`config.mk`:
```
export PLATFORM = sky130hd
export DESIGN_NAME = ehf_error_status
export DESIGN_NICKNAME = d
export VERILOG_FILES = /design/src/ehf_pkg.sv /design/src/ehf_refq_if.sv /design/src/ehf_error_status.sv /design/src/ehf_refq.sv
export SDC_FILE = /design/constraint.sdc
export NUM_CORES = 1
export LEC_CHECK = 0
export BUFFER_PORTS_ARGS = -buffer_cell sky130_fd_sc_hd__clkbuf_2
export CORE_UTILIZATION = 46
export CTS_CLUSTER_SIZE = 10
export DETAILED_ROUTE_END_ITERATION = 8
export GPL_ROUTABILITY_DRIVEN = 0
export MAX_ROUTING_LAYER = met4
export PLACE_DENSITY = 0.94
export SYNTH_ARGS = -nofsm -noshare
export SYNTH_HDL_FRONTEND = slang
export SYNTH_SLANG_ARGS = --single-unit
```
`constraint.sdc`:
```
create_clock -name mclk_i -period 8.5 [get_ports mclk_i]
set_input_delay 0.85 -clock mclk_i [delete_from_list [all_inputs] [get_ports mclk_i]]
set_output_delay 0.85 -clock mclk_i [all_outputs]
set_load 0.03 [all_outputs]
```
`src/ehf_pkg.sv`:
```
// constants of the host error status flag bank
package ehf_pkg;

  // ------------------------------------------------------------------
  // register map
  // ------------------------------------------------------------------
  localparam logic [7:0]  ERROR_STATUS_OFS = 8'hc8;
  localparam logic [15:0] ERROR_STATUS_RST = 16'h0000;
  localparam logic [15:0] ERROR_STATUS_MSK = 16'h1b80;

  // ------------------------------------------------------------------
  // field positions
  // ------------------------------------------------------------------
  localparam int BIT_SW_EVENT  = 12;
  localparam int BIT_THERMAL   = 11;
  localparam int BIT_LOCKED_ND = 9;
  localparam int BIT_REFR_TO   = 8;
  localparam int BIT_THROTTLE  = 7;

  localparam int NUM_FLAGS = 5;
  localparam int FI_SW     = 0;
  localparam int FI_TH     = 1;
  localparam int FI_LK     = 2;
  localparam int FI_RF     = 3;
  localparam int FI_DT     = 4;

  localparam int FLAG_POS [NUM_FLAGS] = '{BIT_SW_EVENT, BIT_THERMAL,
                                          BIT_LOCKED_ND, BIT_REFR_TO,
                                          BIT_THROTTLE};

  // ------------------------------------------------------------------
  // refresh queue
  // ------------------------------------------------------------------
  localparam int          REFQ_W     = 11;
  localparam logic [10:0] REFQ_LIMIT = 11'h400;

  typedef logic [REFQ_W-1:0] ehf_depth_t;

endpackage

```
`src/ehf_refq_if.sv`:
```
// carrier between the flag bank and its refresh queue counter
`timescale 1ns/1ps
interface ehf_refq_if;
  import ehf_pkg::*;
  logic       req;
  logic       done;
  logic       timeout;
  ehf_depth_t depth;

  modport counter (input req, input done, output timeout, output depth);
  modport user    (output req, output done, input timeout, input depth);
endinterface

```
`src/ehf_error_status.sv`:
```
// sticky error status flag register of the host bridge
`timescale 1ns/1ps
module ehf_error_status
  import ehf_pkg::*;
(
  input  wire logic        mclk_i,
  input  wire logic        rst_n_i,
  // configuration access, dword addressed
  input  wire logic [7:0]  cfg_addr_i,
  input  wire logic        cfg_wr_i,
  input  wire logic        cfg_rd_i,
  input  wire logic [3:0]  cfg_be_i,
  input  wire logic [31:0] cfg_wdata_i,
  output logic      [31:0] cfg_rdata_o,
  output logic             cfg_rvalid_o,
  // event sources
  input  wire logic        sw_smi_event_i,
  input  wire logic        thermal_trip_i,
  input  wire logic        therm_smi_en_i,
  input  wire logic        therm_sci_en_i,
  input  wire logic        therm_serr_en_i,
  input  wire logic        locked_nondram_i,
  input  wire logic        refresh_req_i,
  input  wire logic        refresh_done_i,
  input  wire logic        dram_throttle_i,
  // outputs
  output logic             therm_msg_o,
  output logic [15:0]      error_status_o
);

  // ------------------------------------------------------------------
  // refresh queue
  // ------------------------------------------------------------------
  ehf_refq_if refq ();

  assign refq.req  = refresh_req_i;
  assign refq.done = refresh_done_i;

  ehf_refq u_refq (
    .mclk_i  (mclk_i),
    .rst_n_i (rst_n_i),
    .q       (refq.counter)
  );

  // ------------------------------------------------------------------
  // decode
  // ------------------------------------------------------------------
  logic [NUM_FLAGS-1:0] flag;
  wire logic [NUM_FLAGS-1:0] next_flags;

  function automatic logic [15:0] pack_flags(input logic [NUM_FLAGS-1:0] f);
    logic [15:0] w;
    w = '0;
    for (int i = 0; i < NUM_FLAGS; i++)
      w[FLAG_POS[i]] = f[i];
    return w;
  endfunction

  wire logic        hit      = (cfg_addr_i == ERROR_STATUS_OFS);
  wire logic        wr_hit   = cfg_wr_i & hit;
  wire logic        rd_hit   = cfg_rd_i & hit;
  // reserved positions have no storage, so they read zero
  wire logic [15:0] rd_word  = pack_flags(flag);
  wire logic [15:0] wr_mask  = {{8{cfg_be_i[1]}}, {8{cfg_be_i[0]}}};
  wire logic [15:0] clr_word = cfg_wdata_i[15:0] & wr_mask &
                               ERROR_STATUS_MSK;

  // ------------------------------------------------------------------
  // thermal message gating
  // ------------------------------------------------------------------
  // software is expected to enable a single message type per trip;
  // any enable counts as one message, never two
  wire logic therm_any_en = therm_smi_en_i | therm_sci_en_i |
                            therm_serr_en_i;
  // a trip seen while the flag is pending is dropped on purpose
  wire logic therm_issue  = thermal_trip_i & therm_any_en &
                            ~flag[FI_TH];

  wire logic [NUM_FLAGS-1:0] set_vec;
  assign set_vec[FI_SW] = sw_smi_event_i;
  assign set_vec[FI_TH] = therm_issue;
  assign set_vec[FI_LK] = locked_nondram_i;
  assign set_vec[FI_RF] = refq.timeout;
  assign set_vec[FI_DT] = dram_throttle_i;

  // ------------------------------------------------------------------
  // sticky flags
  // ------------------------------------------------------------------
  // rst_n_i is the power-on reset; warm resets must not reach here
  genvar g;
  generate
    for (g = 0; g < NUM_FLAGS; g++)
    begin : g_flag
      wire logic clr = wr_hit & clr_word[FLAG_POS[g]];
      // set wins over a simultaneous clear
      assign next_flags[g] = set_vec[g] | (flag[g] & ~clr);
      always_ff @(posedge mclk_i or negedge rst_n_i)
      begin
        if (!rst_n_i)
          flag[g] <= ERROR_STATUS_RST[FLAG_POS[g]];
        else
          flag[g] <= next_flags[g];
      end
    end
  endgenerate

  // ------------------------------------------------------------------
  // outputs
  // ------------------------------------------------------------------
  wire logic [31:0] next_rdata = rd_hit ? {16'h0000, rd_word} : 32'h0000_0000;

  always_ff @(posedge mclk_i or negedge rst_n_i)
  begin
    if (!rst_n_i)
    begin
      cfg_rdata_o    <= 32'h0000_0000;
      cfg_rvalid_o   <= 1'b0;
      therm_msg_o    <= 1'b0;
      error_status_o <= ERROR_STATUS_RST;
    end
    else
    begin
      cfg_rdata_o    <= cfg_rd_i ? next_rdata : 32'h0000_0000;
      cfg_rvalid_o   <= cfg_rd_i;
      therm_msg_o    <= therm_issue;
      error_status_o <= pack_flags(next_flags);
    end
  end
endmodule

```
`src/ehf_refq.sv`:
```
// refresh request queue depth counter with timeout detection
`timescale 1ns/1ps
module ehf_refq
  import ehf_pkg::*;
(
  input  wire logic  mclk_i,
  input  wire logic  rst_n_i,
  ehf_refq_if.counter q
);

  ehf_depth_t depth;
  logic       timeout;

  wire logic grow   = q.req & ~q.done;
  wire logic shrink = q.done & ~q.req;
  wire logic at_max = (depth == REFQ_LIMIT);
  wire logic at_min = (depth == '0);
  wire logic reach  = grow & (depth == REFQ_LIMIT - 11'h001);

  // saturate instead of wrapping so a stuck queue keeps reporting full
  wire ehf_depth_t next_depth = (grow & ~at_max) ? depth + 11'h001 :
                                (shrink & ~at_min) ? depth - 11'h001 :
                                depth;

  always_ff @(posedge mclk_i or negedge rst_n_i)
  begin
    if (!rst_n_i)
    begin
      depth   <= '0;
      timeout <= 1'b0;
    end
    else
    begin
      depth   <= next_depth;
      timeout <= reach;
    end
  end

  assign q.depth   = depth;
  assign q.timeout = timeout;
endmodule

```
==> flow_summary_export.csv, run 1 <==
group,metric,value,unit
timing,hold_viol,0,
floorplanning,die_w,62.1,um
cts,postCtsResizedCells,0,
worst_hold_path,hp-start,"u_refq.q.timeout",
critical_path,required,8.69,ns
flow_run,cap_viol_max_count,0,
cts,clock_latency,0.31,ns
floorplanning,core_area,0.00339,mm2
timing,relSlewSlack,61.9,%
critical_path,critPathMaxFanout,10,
timing,setup_tns,0,ns
logic_synthesis,yosys.area_share.xor_xnor,3.68,%
critical_path,max_stage_delay,0.58,ns
critical_path,worst_r2r_endpoint,"u_refq.q.depth[10]",
critical_path,crit_arrival,3.79,ns
logic_synthesis,synth-async-reset-ratio,100,%
critical_path,setup.worst_path.class,"reg -> reg",
timing,setup_violations,0,
status,status,"finished, final reports clean",
drt,vias,1232,
floorplanning,initial_core_util,49.1,%
drt,first_pass_iters,4,
grt,grt_overflow,0,
critical_path,cp_num_buf_inv,1,
drt,route.detailed.wl_per_inst,11.3,um
placed_design,place_ws,4.73,ns
critical_path,reg2reg_from,"u_refq.q.depth[7]",
timing,hold-worst-slack,0.448,ns
pwr,p_leak,0.930,nW
logic_synthesis,synth_cell_types,37,
cells_and_area,layout_common_cells,"39 x clkbuf_2, 38 x conb_1, 24 x dfrtp_1",
floorplanning,die-area,0.00386,mm2
cts,htreeDepth,1,
timing,fin_skew,0.00444,ns
timing,layout_min_cycle_time,3.60,ns
critical_path,critPathLaunchType,"register",
critical_path,critical-path-top-delay-family,"compound AO/OA/AOI/OAI gates",
cells_and_area,synthToLayoutAreaGrowth,9.10,%
timing,min_period_over_period,42.4,%
critical_path,crit_start,"u_refq.q.depth[7]",
grt,antenna_found_initial,0,
logic_synthesis,synth_compound_area_share,13.6,%
pwr,power_density,282,mW/mm2
cts,ctsHoldBuffers,0,
logic_synthesis,synth_area_leaders,"dfrtp_1 36%, buf_4 18%, ha_1 6.8%",
timing,setup_slack,4.90,ns
placed_design,place_hpwl,2350,um
grt,grt_pass1_vias,1111,
pwr,ir_drop,0.0829,mV
logic_synthesis,synth_fa_ha_area_share,7.97,%
logic_synthesis,syn_area,0.00166,mm2
logic_synthesis,synthMuxAreaShare,2.26,%
timing,tightest_slew,0.572,ns
pwr,p_total,512,uW
floorplanning,num_rows,21,
timing,max_clock_freq,278,MHz
logic_synthesis,synth_top_area_cell,"dfrtp_1",
cts,cts-buffers-inserted,3,
worst_hold_path,hold_class,"reg -> reg",
cells_and_area,drive_above_1_share,26.2,%
cells_and_area,layout_commonest_cell,"clkbuf_2",
drt,drtIter0Drc,42,
critical_path,worstRegToRegCells,9,
cells_and_area,num_antenna_cells,0,
floorplanning,ios,107,
logic_synthesis,synthSimpleGateAreaFrac,17.9,%
logic_synthesis,synth_seq_cells,24,
cells_and_area,final_area,0.00182,mm2
logic_synthesis,synth_top_area_share,36.1,%
grt,grt_pass1_wl,4940,um
cts,clock-root-buffer,"clkbuf_4",
timing,report.final.slew_viol_count,0,
drt,ant_nets,0,
cts,cts_tree,"done",
logic_synthesis,synthFlopType,"dfrtp_1",
logic_synthesis,syn-instance-count,169,
drt,drc,0,
placed_design,placed_area,0.00176,mm2
cts,path_clk_slew,0.13,ns
worst_hold_path,min_path_cells,1,
drt,routed_via_density,4.81,
critical_path,endpoint,"u_refq.q.depth[10]",
cts,post-cts-setup-buffer-count,0,
cts,cts_buffer_depth,2,
placed_design,portBuffers,39,
logic_synthesis,ys_seq_area_share,36.1,%
logic_synthesis,syn_avg_cell_area,9.85,um2
cts,clock-sinks,24,
grt,grt_max_degree,25,
critical_path,crit_chain,"nor4_1 -> a41oi_1 -> inv_1 -> ha_1 -> a21o_1 -> a221oi_2 -> nor2_1 -> a31oi_1 -> mux4_1",
floorplanning,die_h,62.1,um
timing,rsz0062_at_grt,"false",
critical_path,crit_path_end_kind,"register",
critical_path,crit_cells,9,
logic_synthesis,synth_top_family_by_area,"buffers and inverters",
logic_synthesis,synth_edf_count,0,
grt,track_usage,16.2,%
critical_path,cp_slowest_cell,"mux4_1",
cells_and_area,nets,278,
drt,wirelength,2910,um
critical_path,ff2ff_setup_slack,4.90,ns
logic_synthesis,yosysWarnings,0,
## routing by layer
| metal | GRT usage (%) | vias up | wire (um) | share of wire [%] |
|---|---|---|---|---|
| met5 | - | - | 0 | 0 |
| met4 | 7.85 | 0 | 42 | 1.4 |
| met3 | 1.29 | 4 | 112 | 3.9 |
| met2 | 27.1 | 42 | 1460 | 50 |
| met1 | 19.8 | 579 | 1290 | 44 |
| li1 | - | 607 | - | - |
## worst min path at each step
stage,slack [ns],to
after floorplan,0.40,error_status_o[8]
after detailed placement,0.42,error_status_o[8]
after CTS,0.45,error_status_o[8]
after global routing,0.47,error_status_o[8]
after global placement,0.41,error_status_o[8]
final,0.45,error_status_o[8]
## power breakdown
group	leakage, nW	total (mW)	internal, mW	switching (mW)
sequential	0.290	0.179	0.142	0.0363
combinational	0.611	0.252	0.107	0.145
clock	0.0279	0.0812	0.0476	0.0336
total	0.930	0.512	0.297	0.215
## cell families (layout without fill, tap and decap cells)
family	Yosys count	in the layout
buf+inv	42	46
flops	24	24
fa+ha+maj	10	10
mux	2	2
xor+xnor	7	7
compound gates	34	34
other cells	1	38
simple gates	49	49
## cell type report
class,count,area (um2)
clock buffer,3,22.5
clock inverter,1,30.0
fill,303,1570
inverter,3,11.3
multi-input combinational,140,898
sequential,24,601
tap,46,57.6
timing repair buffer,39,195
## per-stage QoR
step	utilization (%)	std cells
CTS	53.6	256
finish	53.6	256
floorplan	-	206
global route	53.6	256
detailed placement	52.0	252
global placement	52.0	252
## Yosys cell counts (2+ instances only)
cell,instances
buf_4,39
dfrtp_1,24
nand2_1,15
a21o_1,9
ha_1,9
o21ai_0,8
a21oi_1,6
and3_2,5
nor2_1,5
xor2_1,4
inv_1,3
nand2b_1,3
nand3_1,3
nand4_1,3
nor4_1,3
xnor2_1,3
a31oi_1,2
a41oi_1,2
and3_1,2
and4_1,2
nor3b_1,2
o31ai_1,2
## worst register-to-register path, cell delays in order (launching register included)
cell and delay [ns]:
dfrtp_1 0.46, nor4_1 0.53, a41oi_1 0.28, inv_1 0.37, ha_1 0.37, a21o_1 0.22, a221oi_2 0.38, nor2_1 0.09
a31oi_1 0.23, mux4_1 0.58
## registers in the layout, summed over array words and instances, names as in the netlist
register and cells:
cfg_rdata_o 5, cfg_rvalid_o 1, error_status_o 5, therm_msg_o 1, u_refq.q.depth 11, u_refq.q.timeout 1
(Power assumes the default switching activity.)
==> inputs of run 2 (changes only) <==
--- a/config.mk
+++ b/config.mk
@@ -6,12 +6,12 @@
 export NUM_CORES = 1
 export LEC_CHECK = 0
 export BUFFER_PORTS_ARGS = -buffer_cell sky130_fd_sc_hd__clkbuf_2
-export CORE_UTILIZATION = 46
+export CORE_UTILIZATION = 43
 export CTS_CLUSTER_SIZE = 10
 export DETAILED_ROUTE_END_ITERATION = 8
 export GPL_ROUTABILITY_DRIVEN = 0
 export MAX_ROUTING_LAYER = met4
-export PLACE_DENSITY = 0.94
+export PLACE_DENSITY = 0.89
 export SYNTH_ARGS = -nofsm -noshare
 export SYNTH_HDL_FRONTEND = slang
 export SYNTH_SLANG_ARGS = --single-unit
==> constraint.sdc (replaced) <==
create_clock -name mclk_i -period 3.7 [get_ports mclk_i]
set_input_delay 0.37 -clock mclk_i [delete_from_list [all_inputs] [get_ports mclk_i]]
set_output_delay 0.37 -clock mclk_i [all_outputs]
set_load 0.03 [all_outputs]
==> run 2 against run 1 <==
Effect of this change: non-clock buffer count unchanged; largest cell class unchanged; first-iteration DRC count is 31% lower; clock skew barely moved; worst setup slack got worse by 4.7 ns; global-route usage fell by 1.7 points; combinational power up 130%.
==> flow_summary_export.csv, run 2 (synthesized netlist as in run 1, its figures left out) <==
group,metric,value,unit
pwr,p_leak,0.937,nW
cts,cts_tree,"done",
critical_path,critPathLaunchType,"register",
timing,rsz0062_at_grt,"false",
critical_path,max_stage_delay,0.60,ns
grt,track_usage,14.5,%
grt,antenna_found_initial,0,
placed_design,place_hpwl,2380,um
critical_path,crit_arrival,3.66,ns
cts,clock-sinks,24,
drt,routed_via_density,4.90,
grt,grt_overflow,0,
timing,fin_skew,0.00475,ns
status,status,"finished, final reports clean",
cts,htreeDepth,1,
timing,max_clock_freq,284,MHz
critical_path,ff2ff_setup_slack,0.18,ns
drt,vias,1263,
drt,wirelength,2910,um
floorplanning,initial_core_util,45.1,%
timing,hold_viol,0,
timing,min_period_over_period,95.2,%
critical_path,critPathMaxFanout,10,
cts,cts-buffers-inserted,3,
placed_design,place_ws,0.0821,ns
floorplanning,core_area,0.00369,mm2
floorplanning,die_w,64.2,um
critical_path,worst_r2r_endpoint,"u_refq.q.depth[10]",
timing,tightest_slew,0.562,ns
timing,setup_tns,0,ns
cells_and_area,max_flop_register,"u_refq.q.depth",
cts,cts_buffer_depth,2,
grt,grt_pass1_vias,1122,
cells_and_area,nets,278,
drt,drtIter0Drc,29,
cts,path_clk_slew,0.08,ns
cells_and_area,layout_common_cells,"39 x clkbuf_2, 38 x conb_1, 24 x dfrtp_1",
drt,first_pass_iters,4,
timing,setup_slack,0.177,ns
cts,clock-root-buffer,"clkbuf_8",
pwr,ir_drop,0.233,mV
timing,setup_violations,0,
drt,route.detailed.wl_per_inst,11.3,um
cells_and_area,drive_above_1_share,26.7,%
cells_and_area,largest_register_ff_count,11,
timing,layout_min_cycle_time,3.52,ns
grt,grt_max_degree,25,
critical_path,reg2reg_from,"u_refq.q.depth[3]",
critical_path,cp_slowest_cell,"mux4_1",
pwr,power_density,662,mW/mm2
floorplanning,num_rows,22,
timing,report.final.slew_viol_count,0,
placed_design,portBuffers,39,
grt,grt_pass1_wl,4620,um
cells_and_area,largestRegisters,"u_refq.q.depth x11, cfg_rdata_o x5, error_status_o x5",
cts,ctsHoldBuffers,0,
worst_hold_path,hold_class,"in -> async",
pwr,p_total,1.22,mW
critical_path,required,3.83,ns
timing,relSlewSlack,62.5,%
cells_and_area,layout_commonest_cell,"clkbuf_2",
critical_path,crit_path_end_kind,"register",
critical_path,crit_chain,"nor4_1 -> a41oi_1 -> inv_2 -> ha_1 -> a21o_1 -> a221oi_2 -> nor2_1 -> a31oi_1 -> mux4_1",
drt,ant_nets,0,
drt,drc,0,
floorplanning,ios,107,
cts,clock_latency,0.26,ns
critical_path,setup.worst_path.class,"reg -> reg",
cells_and_area,synthToLayoutAreaGrowth,10.4,%
critical_path,worstRegToRegCells,9,
cells_and_area,num_antenna_cells,0,
flow_run,cap_viol_max_count,0,
floorplanning,die_h,64.2,um
cts,post-cts-setup-buffer-count,0,
floorplanning,die-area,0.00412,mm2
-- run 2: worst max-delay path by stage --
stage	from	endpoint	cells after the start	slack (ns)
after floorplan	u_refq.q.depth[7]	u_refq.q.depth[10]	9	0.66
after global placement	u_refq.q.depth[3]	u_refq.q.depth[10]	9	0.29
after detailed placement	u_refq.q.depth[3]	u_refq.q.depth[10]	9	0.08
after CTS	u_refq.q.depth[3]	u_refq.q.depth[10]	9	0.08
after global routing	u_refq.q.depth[3]	u_refq.q.depth[10]	9	0.004
final	u_refq.q.depth[3]	u_refq.q.depth[10]	9	0.18
-- run 2: final cells by class --
class | count | area [um2]
clock buffer | 3 | 41.3
tap | 48 | 60.1
timing repair buffer | 39 | 195
fill | 322 | 1850
sequential | 24 | 601
multi-input combinational | 140 | 898
inverter | 3 | 11.3
clock inverter | 1 | 30.0
-- run 2: repair_timing --
item / in CTS / in global routing
endpoints found under the hold margin: 0 / 0
setup endpoints to repair: 0 / 1
gates resized for setup: 0 / 1
-- run 2: metal layers --
layer	track usage [%]	vias up	wire [um]
met4	4.72	0	29
li1	-	607	-
met3	1.61	5	205
met1	14.1	585	1130
met2	29.4	66	1540
met5	-	-	0
-- run 2: through the flow --
stage | util [%] | std cells | hold slack (ns) | cell area [um2]
2_1_floorplan | - | 206 | 0.0744 | 1800
3_3_place_gp | 47.9 | 254 | 0.381 | 1770
3_5_place_dp | 47.9 | 254 | 0.381 | 1770
4_1_cts | 49.8 | 258 | 0.0995 | 1840
5_1_grt | 49.8 | 258 | 0.132 | 1840
6_report | 49.8 | 258 | 0.0808 | 1840
-- run 2: worst max-delay path: cells and delay by family, from the launching register on --
family / cells / cell delay, ns
mux: 1 / 0.60
buf+inv: 1 / 0.26
simple gates: 2 / 0.60
flops: 1 / 0.43
fa+ha+maj: 1 / 0.32
compound gates: 4 / 1.18
-- run 2: power breakdown --
group / switching (mW) / internal (mW)
sequential: 0.0798 / 0.328
combinational: 0.341 / 0.246
clock: 0.0781 / 0.144
total: 0.499 / 0.718
==> inputs of run 3 (changes only) <==
--- a/config.mk
+++ b/config.mk
@@ -10,7 +10,6 @@
 export CTS_CLUSTER_SIZE = 10
 export DETAILED_ROUTE_END_ITERATION = 8
 export GPL_ROUTABILITY_DRIVEN = 0
-export MAX_ROUTING_LAYER = met4
 export PLACE_DENSITY = 0.89
 export SYNTH_ARGS = -nofsm -noshare
 export SYNTH_HDL_FRONTEND = slang
==> run 3 against run 2 <==
Effect of this change: sequential power about the same; critical endpoint unchanged; largest power group unchanged; clock-buffer cell count stayed put; die area unchanged.
==> flow_summary_export.csv, run 3 (synthesized netlist as in run 1, its figures left out) <==
group,metric,value,unit
cts,clock-root-buffer,"clkbuf_8",
drt,drtIter0Drc,29,
drt,vias,1263,
timing,report.final.slew_viol_count,0,
cells_and_area,drive_above_1_share,26.7,%
grt,grt_pass1_vias,1122,
cts,clock_latency,0.26,ns
cells_and_area,layout_commonest_cell,"clkbuf_2",
cells_and_area,largest_register_ff_count,11,
cts,path_clk_slew,0.08,ns
critical_path,required,3.83,ns
floorplanning,core_area,0.00369,mm2
critical_path,worst_r2r_endpoint,"u_refq.q.depth[10]",
timing,max_clock_freq,284,MHz
cts,ctsHoldBuffers,0,
placed_design,portBuffers,39,
cts,htreeDepth,1,
critical_path,critPathLaunchType,"register",
timing,fin_skew,0.00616,ns
cells_and_area,num_antenna_cells,0,
critical_path,crit_chain,"nor4_1 -> a41oi_1 -> inv_2 -> ha_1 -> a21o_1 -> a221oi_2 -> nor2_1 -> a31oi_1 -> mux4_1",
floorplanning,num_rows,22,
timing,relSlewSlack,62.6,%
critical_path,worstRegToRegCells,9,
drt,ant_nets,0,
worst_hold_path,hold_class,"in -> async",
timing,hold_viol,0,
grt,antenna_found_initial,0,
grt,grt_max_degree,25,
critical_path,ff2ff_setup_slack,0.18,ns
cts,cts_tree,"done",
timing,setup_violations,0,
critical_path,max_stage_delay,0.60,ns
drt,drc,0,
cts,cts-buffers-inserted,3,
floorplanning,die_w,64.2,um
cts,post-cts-setup-buffer-count,0,
critical_path,reg2reg_from,"u_refq.q.depth[0]",
floorplanning,die_h,64.2,um
cells_and_area,nets,278,
cells_and_area,final_core_util,49.8,%
critical_path,crit_path_end_kind,"register",
pwr,power_density,662,mW/mm2
critical_path,critPathMaxFanout,10,
drt,routed_via_density,4.90,
timing,layout_min_cycle_time,3.52,ns
cts,cts_buffer_depth,2,
drt,route.detailed.wl_per_inst,11.2,um
timing,rsz0062_at_grt,"false",
critical_path,setup.worst_path.class,"reg -> reg",
grt,grt_pass1_wl,4620,um
critical_path,cp_slowest_cell,"mux4_1",
grt,grt_overflow,0,
placed_design,place_hpwl,2380,um
cells_and_area,largestRegisters,"u_refq.q.depth x11, cfg_rdata_o x5, error_status_o x5",
status,status,"finished, final reports clean",
cells_and_area,layout_common_cells,"39 x clkbuf_2, 38 x conb_1, 24 x dfrtp_1",
cells_and_area,max_flop_register,"u_refq.q.depth",
drt,first_pass_iters,4,
floorplanning,initial_core_util,45.1,%
critical_path,cp_num_buf_inv,1,
drt,wirelength,2900,um
critical_path,crit_arrival,3.66,ns
floorplanning,ios,107,
timing,min_period_over_period,95.2,%
grt,track_usage,14.1,%
flow_run,cap_viol_max_count,0,
pwr,ir_drop,0.233,mV
cts,clock-sinks,24,
timing,setup_tns,0,ns
cells_and_area,synthToLayoutAreaGrowth,10.4,%
critical_path,critical-path-top-delay-family,"compound AO/OA/AOI/OAI gates",
timing,tightest_slew,0.561,ns
pwr,p_leak,0.937,nW
floorplanning,die-area,0.00412,mm2
run 3: cell counts in the layout (fill, tap and decap cells not counted):
No cell type changed its count.
run 3: layout make-up:
type | count | area (um2)
flip-flops and latches | 24 | 601
multi-input cells | 140 | 898
clock buffers | 3 | 41.3
repair buffers | 39 | 195
inverters | 3 | 11.3
fillers | 322 | 1850
clock inverters | 1 | 30.0
well taps | 48 | 60.1
run 3: worst max path at each step:
stage,start,end,cells after the start
2_1_floorplan,u_refq.q.depth[7],u_refq.q.depth[10],9
3_3_place_gp,u_refq.q.depth[3],u_refq.q.depth[10],9
3_5_place_dp,u_refq.q.depth[3],u_refq.q.depth[10],9
4_1_cts,u_refq.q.depth[3],u_refq.q.depth[10],9
5_1_grt,u_refq.q.depth[3],u_refq.q.depth[10],9
6_report,u_refq.q.depth[0],u_refq.q.depth[10],9
run 3: metrics by stage:
step	instances	hold WS [ns]	setup WS (ns)	instance area (um2)	power, mW
5_1_grt	258	0.132	0.00604	1840	1.30
3_3_place_gp	254	0.381	0.290	1770	0.955
4_1_cts	258	0.0995	0.0834	1840	1.21
2_1_floorplan	206	0.0744	0.660	1800	0.892
3_5_place_dp	254	0.381	0.0821	1770	0.991
6_report	258	0.0805	0.178	1840	1.22
run 3: routing by layer:
| layer | routed length (um) | track usage (%) |
|---|---|---|
| met5 | 0 | 0 |
| met4 | 29 | 4.72 |
| met3 | 205 | 1.61 |
| met2 | 1540 | 29.4 |
| met1 | 1120 | 14.1 |
run 3: power breakdown:
group	switching [mW]	internal (mW)
sequential	0.0798	0.328
clock	0.0773	0.144
combinational	0.341	0.246
run 3: worst register-to-register path: stages, from the launching register on:
cell and delay, ns:
dfrtp_1 0.46, nor4_1 0.50, a41oi_1 0.31, inv_2 0.26
ha_1 0.32, a21o_1 0.22, a221oi_2 0.38, nor2_1 0.07
a31oi_1 0.27, mux4_1 0.60
run 3: timing repair:
action / 4_1_cts / 5_1_grt
endpoints found under the hold margin: 0 / 0
gates resized for setup: 0 / 1
endpoints found under the setup margin: 0 / 1
